<file path="src/hdl/reload_timer_pkg.sv">
package reload_timer_pkg;

	// ****************************************************************
	// Sizes
	// ****************************************************************
	localparam int TIMER_COUNT = 2;
	localparam int COUNT_W = 8;
	localparam int SEL_W = 4;
	localparam int PRESCALE_W = 14;
	localparam int TICK_COUNT = PRESCALE_W + 1;
	localparam int APB_AW = 32;
	localparam int APB_DW = 32;

	// ****************************************************************
	// Register indices (printed offsets) and byte addresses
	// ****************************************************************
	localparam logic [APB_AW-1:0] FIRST_CLK_IDX = 32'h0000_4240;
	localparam logic [APB_AW-1:0] FIRST_RELOAD_IDX = 32'h0000_4242;
	localparam logic [APB_AW-1:0] FIRST_COUNT_IDX = 32'h0000_4244;
	localparam logic [APB_AW-1:0] FIRST_CTL_IDX = 32'h0000_4246;
	localparam logic [APB_AW-1:0] SECOND_CLK_IDX = 32'h0000_4260;
	localparam logic [APB_AW-1:0] SECOND_RELOAD_IDX = 32'h0000_4262;
	localparam logic [APB_AW-1:0] SECOND_COUNT_IDX = 32'h0000_4264;
	localparam logic [APB_AW-1:0] SECOND_CTL_IDX = 32'h0000_4266;
	localparam int ADDR_SHIFT = 2;

	localparam logic [TIMER_COUNT-1:0][APB_AW-1:0] CLK_ADDR =
		{SECOND_CLK_IDX << ADDR_SHIFT, FIRST_CLK_IDX << ADDR_SHIFT};
	localparam logic [TIMER_COUNT-1:0][APB_AW-1:0] RELOAD_ADDR =
		{SECOND_RELOAD_IDX << ADDR_SHIFT, FIRST_RELOAD_IDX << ADDR_SHIFT};
	localparam logic [TIMER_COUNT-1:0][APB_AW-1:0] COUNT_ADDR =
		{SECOND_COUNT_IDX << ADDR_SHIFT, FIRST_COUNT_IDX << ADDR_SHIFT};
	localparam logic [TIMER_COUNT-1:0][APB_AW-1:0] CTL_ADDR =
		{SECOND_CTL_IDX << ADDR_SHIFT, FIRST_CTL_IDX << ADDR_SHIFT};

	// ****************************************************************
	// Control fields
	// ****************************************************************
	localparam int RUN_BIT = 0;
	localparam int RESET_BIT = 1;
	localparam int MODE_BIT = 4;

	// ****************************************************************
	// Reset values and codes
	// ****************************************************************
	localparam logic [SEL_W-1:0] SEL_RST = 4'h0;
	localparam logic [SEL_W-1:0] SEL_RESERVED = 4'hf;
	localparam logic [COUNT_W-1:0] RELOAD_RST = 8'h00;
	localparam logic [COUNT_W-1:0] COUNT_RST = 8'hff;
	localparam logic [COUNT_W-1:0] COUNT_ZERO = 8'h00;
	localparam logic [COUNT_W-1:0] COUNT_ONE = 8'h01;
	localparam logic [PRESCALE_W-1:0] PRESCALE_RST = 14'h0000;
	localparam logic [PRESCALE_W-1:0] PRESCALE_ONE = 14'h0001;

endpackage

</file>
<file path="src/hdl/tick_prescaler.sv">
`timescale 1ns/100ps
`default_nettype none
module tick_prescaler
	import reload_timer_pkg::*;
(
	input wire logic mclk_in,
	input wire logic rst_in,
	output logic [reload_timer_pkg::TICK_COUNT-1:0] tick_vec_out
);
	import reload_timer_pkg::*;

	logic [PRESCALE_W-1:0] div_r;

	// Free-running divider shared by both timers
	always_ff @(posedge mclk_in) begin
		if (rst_in) begin
			div_r <= PRESCALE_RST;
		end else begin
			div_r <= div_r + PRESCALE_ONE;
		end
	end

	// Tick k fires once every 2**k clocks; tick 0 fires every clock
	assign tick_vec_out[0] = 1'b1;
	genvar k;
	generate
		for (k = 1; k < TICK_COUNT; k++) begin : g_tick
			assign tick_vec_out[k] = &div_r[k-1:0];
		end
	endgenerate
endmodule // tick_prescaler
`default_nettype wire

</file>
<file path="src/hdl/tick_select.sv">
`timescale 1ns/100ps
`default_nettype none
module tick_select
	import reload_timer_pkg::*;
(
	input wire logic [reload_timer_pkg::TICK_COUNT-1:0] tick_vec_in,
	input wire logic [reload_timer_pkg::SEL_W-1:0] tick_divider_select_in,
	output logic tick_out
);
	import reload_timer_pkg::*;

	// Reserved code gives no tick, so a misprogrammed timer just holds
	always_comb begin
		if (tick_divider_select_in == SEL_RESERVED) begin
			tick_out = 1'b0;
		end else begin
			tick_out = tick_vec_in[tick_divider_select_in];
		end
	end
endmodule // tick_select
`default_nettype wire

</file>
<file path="src/hdl/dual_eight_bit_reload_timer.sv">
// Notes on behaviour
// - Divider code n ticks at clock/2**n; 0xf reserved
// - Reload value in low byte, resets zero
// - Count readable only, resets to all ones
// - Mode bit four: one-shot set, repeat clear
// - Writing one to bit one reloads counter
// - Run bit zero starts/stops, resets stopped
//
// Register access over APB was chosen for this implementation.
`timescale 1ns/100ps
`default_nettype none
module dual_eight_bit_reload_timer
	import reload_timer_pkg::*;
(
	input wire logic mclk_in,
	input wire logic rst_in,
	input wire logic psel_in,
	input wire logic penable_in,
	input wire logic pwrite_in,
	input wire logic [reload_timer_pkg::APB_AW-1:0] paddr_in,
	input wire logic [reload_timer_pkg::APB_DW-1:0] pwdata_in,
	input wire logic [3:0] pstrb_in,
	output logic [reload_timer_pkg::APB_DW-1:0] prdata_out,
	output logic pready_out,
	output logic pslverr_out,
	output logic [reload_timer_pkg::TIMER_COUNT-1:0] underflow_out
);
	import reload_timer_pkg::*;

	// ****************************************************************
	// Declarations
	// ****************************************************************
	// Bus side
	logic pready_r;
	logic pslverr_r;
	logic [APB_DW-1:0] prdata_r;
	logic [APB_DW-1:0] rdata_nxt;
	logic hit_nxt;
	logic access;
	logic first_access;
	logic commit;
	logic wr_commit;

	// Ticks, decode and strobes
	logic [TICK_COUNT-1:0] tick_vec;
	logic [TIMER_COUNT-1:0] tick;
	logic [TIMER_COUNT-1:0] count_tick;
	logic [TIMER_COUNT-1:0] hit_clk;
	logic [TIMER_COUNT-1:0] hit_reload;
	logic [TIMER_COUNT-1:0] hit_count;
	logic [TIMER_COUNT-1:0] hit_ctl;
	logic [TIMER_COUNT-1:0] wr_clk;
	logic [TIMER_COUNT-1:0] wr_reload;
	logic [TIMER_COUNT-1:0] wr_ctl;
	logic [TIMER_COUNT-1:0] strobe_reset;
	logic [TIMER_COUNT-1:0] wrap;

	// Per-timer state
	logic [TIMER_COUNT-1:0][SEL_W-1:0] tick_divider_select_r;
	logic [TIMER_COUNT-1:0][COUNT_W-1:0] reload_value_r;
	logic [TIMER_COUNT-1:0][COUNT_W-1:0] count_value_r;
	logic [TIMER_COUNT-1:0] one_shot_select_r;
	logic [TIMER_COUNT-1:0] run_control_r;
	logic [TIMER_COUNT-1:0] underflow_r;

	// Next values of the counting state
	logic [TIMER_COUNT-1:0][COUNT_W-1:0] count_value_nxt;
	logic [TIMER_COUNT-1:0] run_control_nxt;

	// ****************************************************************
	// Bus handshake
	// ****************************************************************

	// Access phase of a transfer
	assign access = psel_in & penable_in;

	// First access cycle, before ready; the answer is formed here
	assign first_access = access & ~pready_r;

	// Edge at which the master samples pready high
	assign commit = access & pready_r;

	// Only the low lane carries live bits, so it gates every write
	assign wr_commit = commit & pwrite_in & pstrb_in[0];

	// One wait state: ready rises one cycle into the access phase
	always_ff @(posedge mclk_in) begin
		if (rst_in) begin
			pready_r <= 1'b0;
		end else begin
			pready_r <= first_access;
		end
	end

	// Error answer for any address outside the map
	// Unmapped writes change nothing; only this flag answers
	always_ff @(posedge mclk_in) begin
		if (rst_in) begin
			pslverr_r <= 1'b0;
		end else if (first_access) begin
			pslverr_r <= ~hit_nxt;
		end else begin
			pslverr_r <= 1'b0;
		end
	end

	// Read data captured with ready so it is stable at the sample edge
	always_ff @(posedge mclk_in) begin
		if (rst_in) begin
			prdata_r <= '0;
		end else if (first_access & ~pwrite_in) begin
			prdata_r <= rdata_nxt;
		end else begin
			prdata_r <= '0;
		end
	end

	// ****************************************************************
	// Address decode and read mux
	// ****************************************************************

	// Reserved bits read zero, the write-only strobe reads zero
	// Formed here, registered once in the first access cycle
	always_comb begin
		rdata_nxt = '0;
		hit_nxt = 1'b0;
		// Each address hits at most one register, so the ifs never clash
		for (int t = 0; t < TIMER_COUNT; t++) begin
			if (hit_clk[t]) begin
				rdata_nxt[SEL_W-1:0] = tick_divider_select_r[t];
				hit_nxt = 1'b1;
			end
			if (hit_reload[t]) begin
				rdata_nxt[COUNT_W-1:0] = reload_value_r[t];
				hit_nxt = 1'b1;
			end
			if (hit_count[t]) begin
				rdata_nxt[COUNT_W-1:0] = count_value_r[t];
				hit_nxt = 1'b1;
			end
			if (hit_ctl[t]) begin
				rdata_nxt[MODE_BIT] = one_shot_select_r[t];
				rdata_nxt[RUN_BIT] = run_control_r[t];
				hit_nxt = 1'b1;
			end
		end
	end

	// ****************************************************************
	// Shared prescaler
	// ****************************************************************

	// One divider for both timers keeps their tick phases aligned
	tick_prescaler u_prescaler (
		.mclk_in(mclk_in),
		.rst_in(rst_in),
		.tick_vec_out(tick_vec)
	);

	// ****************************************************************
	// Timer channels
	// ****************************************************************
	genvar g;
	generate
		for (g = 0; g < TIMER_COUNT; g++) begin : g_timer

			// ****************************************************************
			// Channel decode
			// ****************************************************************

			// Register hits for this timer
			assign hit_clk[g] = (paddr_in == CLK_ADDR[g]);
			assign hit_reload[g] = (paddr_in == RELOAD_ADDR[g]);
			assign hit_count[g] = (paddr_in == COUNT_ADDR[g]);
			assign hit_ctl[g] = (paddr_in == CTL_ADDR[g]);

			// Write strobes; count register ignores writes
			assign wr_clk[g] = wr_commit & hit_clk[g];
			assign wr_reload[g] = wr_commit & hit_reload[g];
			assign wr_ctl[g] = wr_commit & hit_ctl[g];

			assign strobe_reset[g] = wr_ctl[g] & pwdata_in[RESET_BIT];

			// a tick only counts while running
			assign count_tick[g] = run_control_r[g] & tick[g];

			// underflow on a tick at zero; a same-cycle strobe suppresses it
			assign wrap[g] = count_tick[g] & (count_value_r[g] == COUNT_ZERO) & ~strobe_reset[g];

			// pick the divided tick
			// Reserved code yields no tick, so the count holds
			tick_select u_select (
				.tick_vec_in(tick_vec),
				.tick_divider_select_in(tick_divider_select_r[g]),
				.tick_out(tick[g])
			);

			// ****************************************************************
			// Channel registers
			// ****************************************************************

			always_ff @(posedge mclk_in) begin
				if (rst_in) begin
					tick_divider_select_r[g] <= SEL_RST;
				end else if (wr_clk[g]) begin
					tick_divider_select_r[g] <= pwdata_in[SEL_W-1:0];
				end
			end

			always_ff @(posedge mclk_in) begin
				if (rst_in) begin
					reload_value_r[g] <= RELOAD_RST;
				end else if (wr_reload[g]) begin
					reload_value_r[g] <= pwdata_in[COUNT_W-1:0];
				end
			end

			always_ff @(posedge mclk_in) begin
				if (rst_in) begin
					one_shot_select_r[g] <= 1'b0;
				end else if (wr_ctl[g]) begin
					one_shot_select_r[g] <= pwdata_in[MODE_BIT];
				end
			end

			// ****************************************************************
			// Channel counter
			// ****************************************************************

			// run bit next value; software write wins over one-shot stop
			always_comb begin
				run_control_nxt[g] = run_control_r[g];
				if (wr_ctl[g]) begin
					run_control_nxt[g] = pwdata_in[RUN_BIT];
				end else if (wrap[g] & one_shot_select_r[g]) begin
					run_control_nxt[g] = 1'b0;
				end
			end

			// run bit, cleared by reset so timers start stopped
			always_ff @(posedge mclk_in) begin
				if (rst_in) begin
					run_control_r[g] <= 1'b0;
				end else begin
					run_control_r[g] <= run_control_nxt[g];
				end
			end

			// counter next value; strobe outranks underflow and tick
			always_comb begin
				count_value_nxt[g] = count_value_r[g];
				if (strobe_reset[g]) begin
					count_value_nxt[g] = reload_value_r[g];
				end else if (wrap[g]) begin
					count_value_nxt[g] = reload_value_r[g];
				end else if (count_tick[g]) begin
					count_value_nxt[g] = count_value_r[g] - COUNT_ONE;
				end
			end

			always_ff @(posedge mclk_in) begin
				if (rst_in) begin
					count_value_r[g] <= COUNT_RST;
				end else begin
					count_value_r[g] <= count_value_nxt[g];
				end
			end

			// Underflow pulse for whatever consumes the timer
			// Registered, so the pulse lags the wrap by one cycle
			always_ff @(posedge mclk_in) begin
				if (rst_in) begin
					underflow_r[g] <= 1'b0;
				end else begin
					underflow_r[g] <= wrap[g];
				end
			end
		end
	endgenerate

	// ****************************************************************
	// Outputs
	// ****************************************************************

	// All outputs straight from flip-flops
	assign prdata_out = prdata_r;
	assign pready_out = pready_r;
	assign pslverr_out = pslverr_r;
	assign underflow_out = underflow_r;

endmodule // dual_eight_bit_reload_timer
`default_nettype wire

</file>
<file path="config.mk">
export PLATFORM = sky130hd
export DESIGN_NAME = dual_eight_bit_reload_timer
export DESIGN_NICKNAME = d
export VERILOG_FILES = /design/src/hdl/reload_timer_pkg.sv /design/src/hdl/tick_prescaler.sv /design/src/hdl/tick_select.sv /design/src/hdl/dual_eight_bit_reload_timer.sv
export SDC_FILE = /design/constraint.sdc
export NUM_CORES = 1
export LEC_CHECK = 0
export ABC_CLOCK_PERIOD_IN_PS = 9100
export BUFFER_PORTS_ARGS = -buffer_cell sky130_fd_sc_hd__buf_4
export CAP_MARGIN = 20
export CORE_MARGIN = 2
export CORE_UTILIZATION = 58
export CTS_CLUSTER_DIAMETER = 200
export DETAILED_ROUTE_END_ITERATION = 8
export GPL_TIMING_DRIVEN = 1
export PLACE_DENSITY = 0.86
export SYNTH_ARGS = -nofsm -noshare
export SYNTH_HDL_FRONTEND = slang
export SYNTH_HIERARCHICAL = 1
export SYNTH_SLANG_ARGS = --single-unit
</file>
<file path="constraint.sdc">
create_clock -name mclk_in -period 9.1 [get_ports mclk_in]
set_clock_uncertainty 0.15 [all_clocks]
set_input_delay 0 -clock mclk_in [delete_from_list [all_inputs] [get_ports mclk_in]]
set_output_delay 0 -clock mclk_in [all_outputs]
set_load 0.02 [all_outputs]
</file>
Yosys cells after proc, flatten, opt, wreduce, memory -nomap -nowiden
Index checks and enable logic that the tools add are counted.
Storage, ports and cells
  flip-flop bits (word level): 94
  input port bits: 73
  logic and storage cells: 116
Operators by class
  add/sub/neg operators: 3
  order comparisons: 2
  eq/ne operators: 10
  mux-type cells: 34
  bitwise gates (word level): 29
  reductions and logical operators: 21
Operators by type and width (count)
  32-bit by 17-bit == test with 1-bit output, second input constant: 8
  8-bit 2-to-1 mux: 10
  1-bit bitwise AND: 22
  1-bit 2-to-1 mux: 20
  8-bit zero test: 2
  8-bit by 1-bit subtractor with 8-bit output, second input constant: 2
  14-bit by 1-bit adder with 14-bit output, second input constant: 1
  14-bit AND reduction: 1
  13-bit AND reduction: 1
  12-bit AND reduction: 1
  11-bit AND reduction: 1
  4-bit by 5-bit < comparator with 1-bit output, second input constant: 2
  10-bit AND reduction: 1
  9-bit AND reduction: 1
  1-bit binary-select mux with 4-bit select: 2
  4-bit == test, second input constant: 2
  4-bit 2-to-1 mux: 2
  8-bit AND reduction: 1
  1-bit NOT: 7
  7-bit AND reduction: 1
  6-bit AND reduction: 1
  3-bit nonzero test: 2
  5-bit AND reduction: 1
  4-bit AND reduction: 1
  other kinds (4): 6

Logic depth before layout (Yosys ltp)
  depth in word-level cells: 11
  depth in mapped cells: 14

Cells and area by module
Netlist, hierarchy kept.
Modules (own cells, without submodules)
  dual_eight_bit_reload_timer: times used 1, cells each 388, area each 3209.3 µm², seq. area each 1121.1 µm²
  tick_prescaler: times used 1, cells each 80, area each 705.7 µm², seq. area each 280.3 µm²
  tick_select: times used 2, cells each 10, area each 135.1 µm², seq. area each 0.0 µm²

Worst setup path after synthesis
No wires, ideal clock.
  path type: reg2reg
  from: register u_prescaler.div_r[0]
  to: register count_value_r[0] in the netlist's numbering
  arrival time: 3.531 ns
  setup slack: 5.304 ns
  stages on the path, launching flop included: 14
  buffers on the path: 1
  period minus slack after synthesis: 3.796 ns
  cells stage by stage: dfxtp_1 ha_1 nand2_1 or4_4 nor3_2 mux2i_1 mux4_2 mux2i_1 nand4b_1 or3_1 buf_2 or3_1 o311a_1 a31o_1
On the way
  cells in the longest elaborated chain, start to end: 9
  elaborated cells on any way between the ends: 22
RTL lines
  start: declaration: line tick_prescaler.sv:12  | logic [PRESCALE_W-1:0] div_r;
  start signal: assignment: line tick_prescaler.sv:19  | div_r <= div_r + PRESCALE_ONE;
  2-bit AND reduction *: line tick_prescaler.sv:28  | assign tick_vec_out[k] = &div_r[k-1:0];
  via tick_vec[2]: line dual_eight_bit_reload_timer.sv:45  | logic [TICK_COUNT-1:0] tick_vec;
  1-bit binary-select mux with 4-bit select *: line tick_select.sv:17  | tick_out = tick_vec_in[tick_divider_select_in];
  1-bit 2-to-1 mux (implied by the code) *: line tick_select.sv:17
  1-bit 2-to-1 mux *: line tick_select.sv:14  | if (tick_divider_select_in == SEL_RESERVED) begin
  via tick[0]: line dual_eight_bit_reload_timer.sv:46  | logic [TIMER_COUNT-1:0] tick;
  1-bit bitwise AND *: line dual_eight_bit_reload_timer.sv:185  | assign count_tick[g] = run_control_r[g] & tick[g];
  1-bit bitwise AND (2 in a row): line dual_eight_bit_reload_timer.sv:188  | assign wrap[g] = count_tick[g] & (count_value_r[g] == COUNT_ZERO) & ~strobe_reset[g];
  8-bit 2-to-1 mux: line dual_eight_bit_reload_timer.sv:254  | end else if (wrap[g]) begin
  8-bit 2-to-1 mux: line dual_eight_bit_reload_timer.sv:252  | if (strobe_reset[g]) begin
  end signal: indexed assignment: line dual_eight_bit_reload_timer.sv:265  | count_value_r[g] <= count_value_nxt[g];
  end: declaration: line dual_eight_bit_reload_timer.sv:61  | logic [TIMER_COUNT-1:0][COUNT_W-1:0] count_value_r;
The timed path passes the listed nets; every way through them passes the cells marked *. The select of a mux whose other input is x is not followed.
A chain may end at the register's enable or synchronous reset.

Final worst setup path
Ends and elaborated chain as after synthesis.

==> flow_summary.ini <==
[clocking]
post_cts_resized = 0
cts_max_path_buffers = 2
path_clk_slew_ns = 0.08
cts_inserted_buffers = 9
clock_sinks = 70
cts.htree.levels = 3
hold_buffers = 23
cts_tree = yes
cts_setup_buffers = 0
clk_latency_ns = 0.36
clock-root-buffer = clkbuf_8

[outcome]
status = finished, final reports clean

[timing]
maxSlewHeadroom_pct = 31.7
max_freq_mhz = 229
period_minus_slack_ns = 4.37
hold_ws_ns = 0.0933
rsz0062_at_grt = no
finalSetupViolCount = 0
final.period_utilization_pct = 48.0
worstMarginPinSlew_ns = 1.02
slew_viol_final = 0
tns_ns = 0
setup_ws_ns = 4.73
finalHoldViolCount = 0

[power]
power.leakage_nw = 1.98
internal-power_w = 0.000475
ir_drop_uv = 128
clkPwrFrac_pct = 41.5
p_per_area_nw_per_um2 = 128
power_switching_w = 0.000160
p_seq_share_pct = 48.7
comb_power_share_pct = 9.8
power_w = 0.000635
switching_share_pct = 25.2

[synthesis]
yosysMostFrequentCell = dfxtp_1
synth_async_sr_flop_share_pct = 0
synth_ff_type = dfxtp_1
synth_top_area_share_pct = 33.5
netlist_instances = 488
yosys.area.top_type = dfxtp_1
synth_warnings = 6
synth-seq-cells = 70
synth_common_cells = dfxtp_1, nand2_1, mux2i_1, nor2_1, buf_4
syn_area_sq_um = 4190
ys_types = 61
syn_avg_cell_area_sq_um = 8.58
yosysSeqAreaShare_pct = 33.5
synth_edf_count = 0
synth_area_leaders = dfxtp_1, mux2i_1, buf_4

[worst_setup_path]
cp_data_required_time_ns = 9.21
critPathSlowestCell = or4_4
crit_type = flop to flop
critical-path-max-stage-delay_ns = 0.57
worstSetupEndpointType = flop
path_cells = ha_1 -> nand2_1 -> or4_4 -> nor3_2 -> mux2i_1 -> mux4_2 -> mux2i_1 -> nand4b_1 -> or3_1 -> or3_1 -> o311a_1 -> a31o_1
r2r_slack_ns = 4.73
critPathBufInv = 0
cp-start-kind = flop
cp.arrival_ns = 4.48
worstPathMaxFanout = 9
crit_family = simple AND/OR/NAND/NOR gates

[grt]
grt_max_degree = 41
grt_util_all_layers_pct = 30.1
grt_pass1_vias = 3692
antenna_found_initial = 0
grt_overflow_total = 0
grt_pass1_wl_mm = 18.0

[drt]
drt-pass1-iter-count = 5
drc_errors = 0
via_per_inst = 6.04
vias = 3931
wirelength_mm = 11.5
ant_nets = 0
avgRoutedWirePerCell_um = 17.7
drt_iter0_drc = 445

[place]
io_buffer_count = 57
dp.final_hpwl_mm = 7.94
postPlaceCellArea_sq_um = 4510
gp_congestion = 0.913
dpl_worst_slack_ns = 4.80

[die]
initial_core_util_pct = 60.6
fp.dieW_um = 88.9
core_area_sq_um = 6910
pin_count = 109
die-area_sq_um = 7910
die_y_um = 88.9
rows = 30

[cells_and_area]
layout-drive-gt1-share_pct = 17.7
design_area_sq_um = 4950
area_growth_pct = 18.2
antenna_cells = 0
final_nets = 629
final.fill_count = 548

[hold_path]
hold_class = input pin to flop

[job]
max_cap_violations = 0
## layer usage
metal | wire [um] | up-vias | share of wire (%) | global-route usage [%]
met2 | 5570 | 183 | 48 | 50.2
met1 | 4630 | 1847 | 40 | 37.4
met5 | 0 | - | 0 | 0
met4 | 335 | 0 | 2.9 | 13.3
li1 | - | 1863 | - | -
met3 | 951 | 38 | 8.3 | 6.74
## path summary, 6_finish.rpt
check | startpoint | endpoint | cells after the start
max | u_prescaler/div_r[0] | count_value_r[0] | 12
min | paddr_in[26] | run_control_r[0] | 6
max reg2reg | u_prescaler/div_r[0] | count_value_r[0] | 12
min reg2reg | reload_value_r[2] | reload_value_r[2] | 2
## power by group through the flow
stage	logic [W]	clock network (W)	registers, W
after floorplan	0.0000391	0	0.000316
after global placement	0.0000533	0	0.000316
final	0.0000620	0.000264	0.000309
after global routing	0.0000669	0.000279	0.000309
after detailed placement	0.0000541	0	0.000316
after CTS	0.0000606	0.000264	0.000309
## stage by stage
| stage | instances | util, % |
|---|---|---|
| after floorplan | 511 | - |
| after global placement | 612 | 65.3 |
| after detailed placement | 612 | 65.3 |
| after CTS | 651 | 71.6 |
| after global routing | 651 | 71.6 |
| final | 651 | 71.6 |
## worst register-to-register path: stages, from the launching register on
cell      delay [ns]
dfxtp_1         0.44
ha_1            0.26
nand2_1         0.25
or4_4           0.57
nor3_2          0.20
mux2i_1         0.09
mux4_2          0.48
mux2i_1         0.28
nand4b_1        0.31
or3_1           0.56
or3_1           0.35
o311a_1         0.11
a31o_1          0.21
## layout make-up
class / count / area (sq um) / area share, %
clock buffer: 11 / 151 / 3.06
clock inverter: 5 / 57.6 / 1.16
inverter: 11 / 41.3 / 0.835
multi-input combinational: 378 / 2520 / 50.9
sequential: 70 / 1400 / 28.3
tap: 96 / 120 / 2.43
timing repair buffer: 80 / 658 / 13.3
## registers in the layout (all words and copies together) (netlist names)
signal                 flops
run_control_r              2
pready_out                 1
count_value_r             16
underflow_out              2
reload_value_r            16
tick_divider_select_r      8
one_shot_select_r          2
prdata_out                 8
u_prescaler/div_r         14
pslverr_out                1
## cells by family after synthesis
| family | count (synthesis) | share of synthesized area, % |
|---|---|---|
| AOI/OAI and AO/OA | 80 | 12.8 |
| and+or+nand+nor | 209 | 27.4 |
| xor gates and xnor gates | 5 | 1.05 |
| other | 2 | 0.179 |
| buffers and inverters | 63 | 8.46 |
| adders and majority gates | 6 | 1.79 |
| muxes | 53 | 14.9 |
| DFF | 70 | 33.5 |
## cells in the final DEF, fill, tap and decap left out, drive strengths merged, types with 10 or more instances in the layout
cell type,instances
dlygate4sd3,23
nand3,17
nor2b,14
inv,11
nand2,52
nor2,41
conb,25
o21ai,20
nor3,20
buf,57
a21oi,22
nor4,13
mux2i,43
clkbuf,11
dfxtp,70
or3,10
Power figures use the tool's default switching activity.
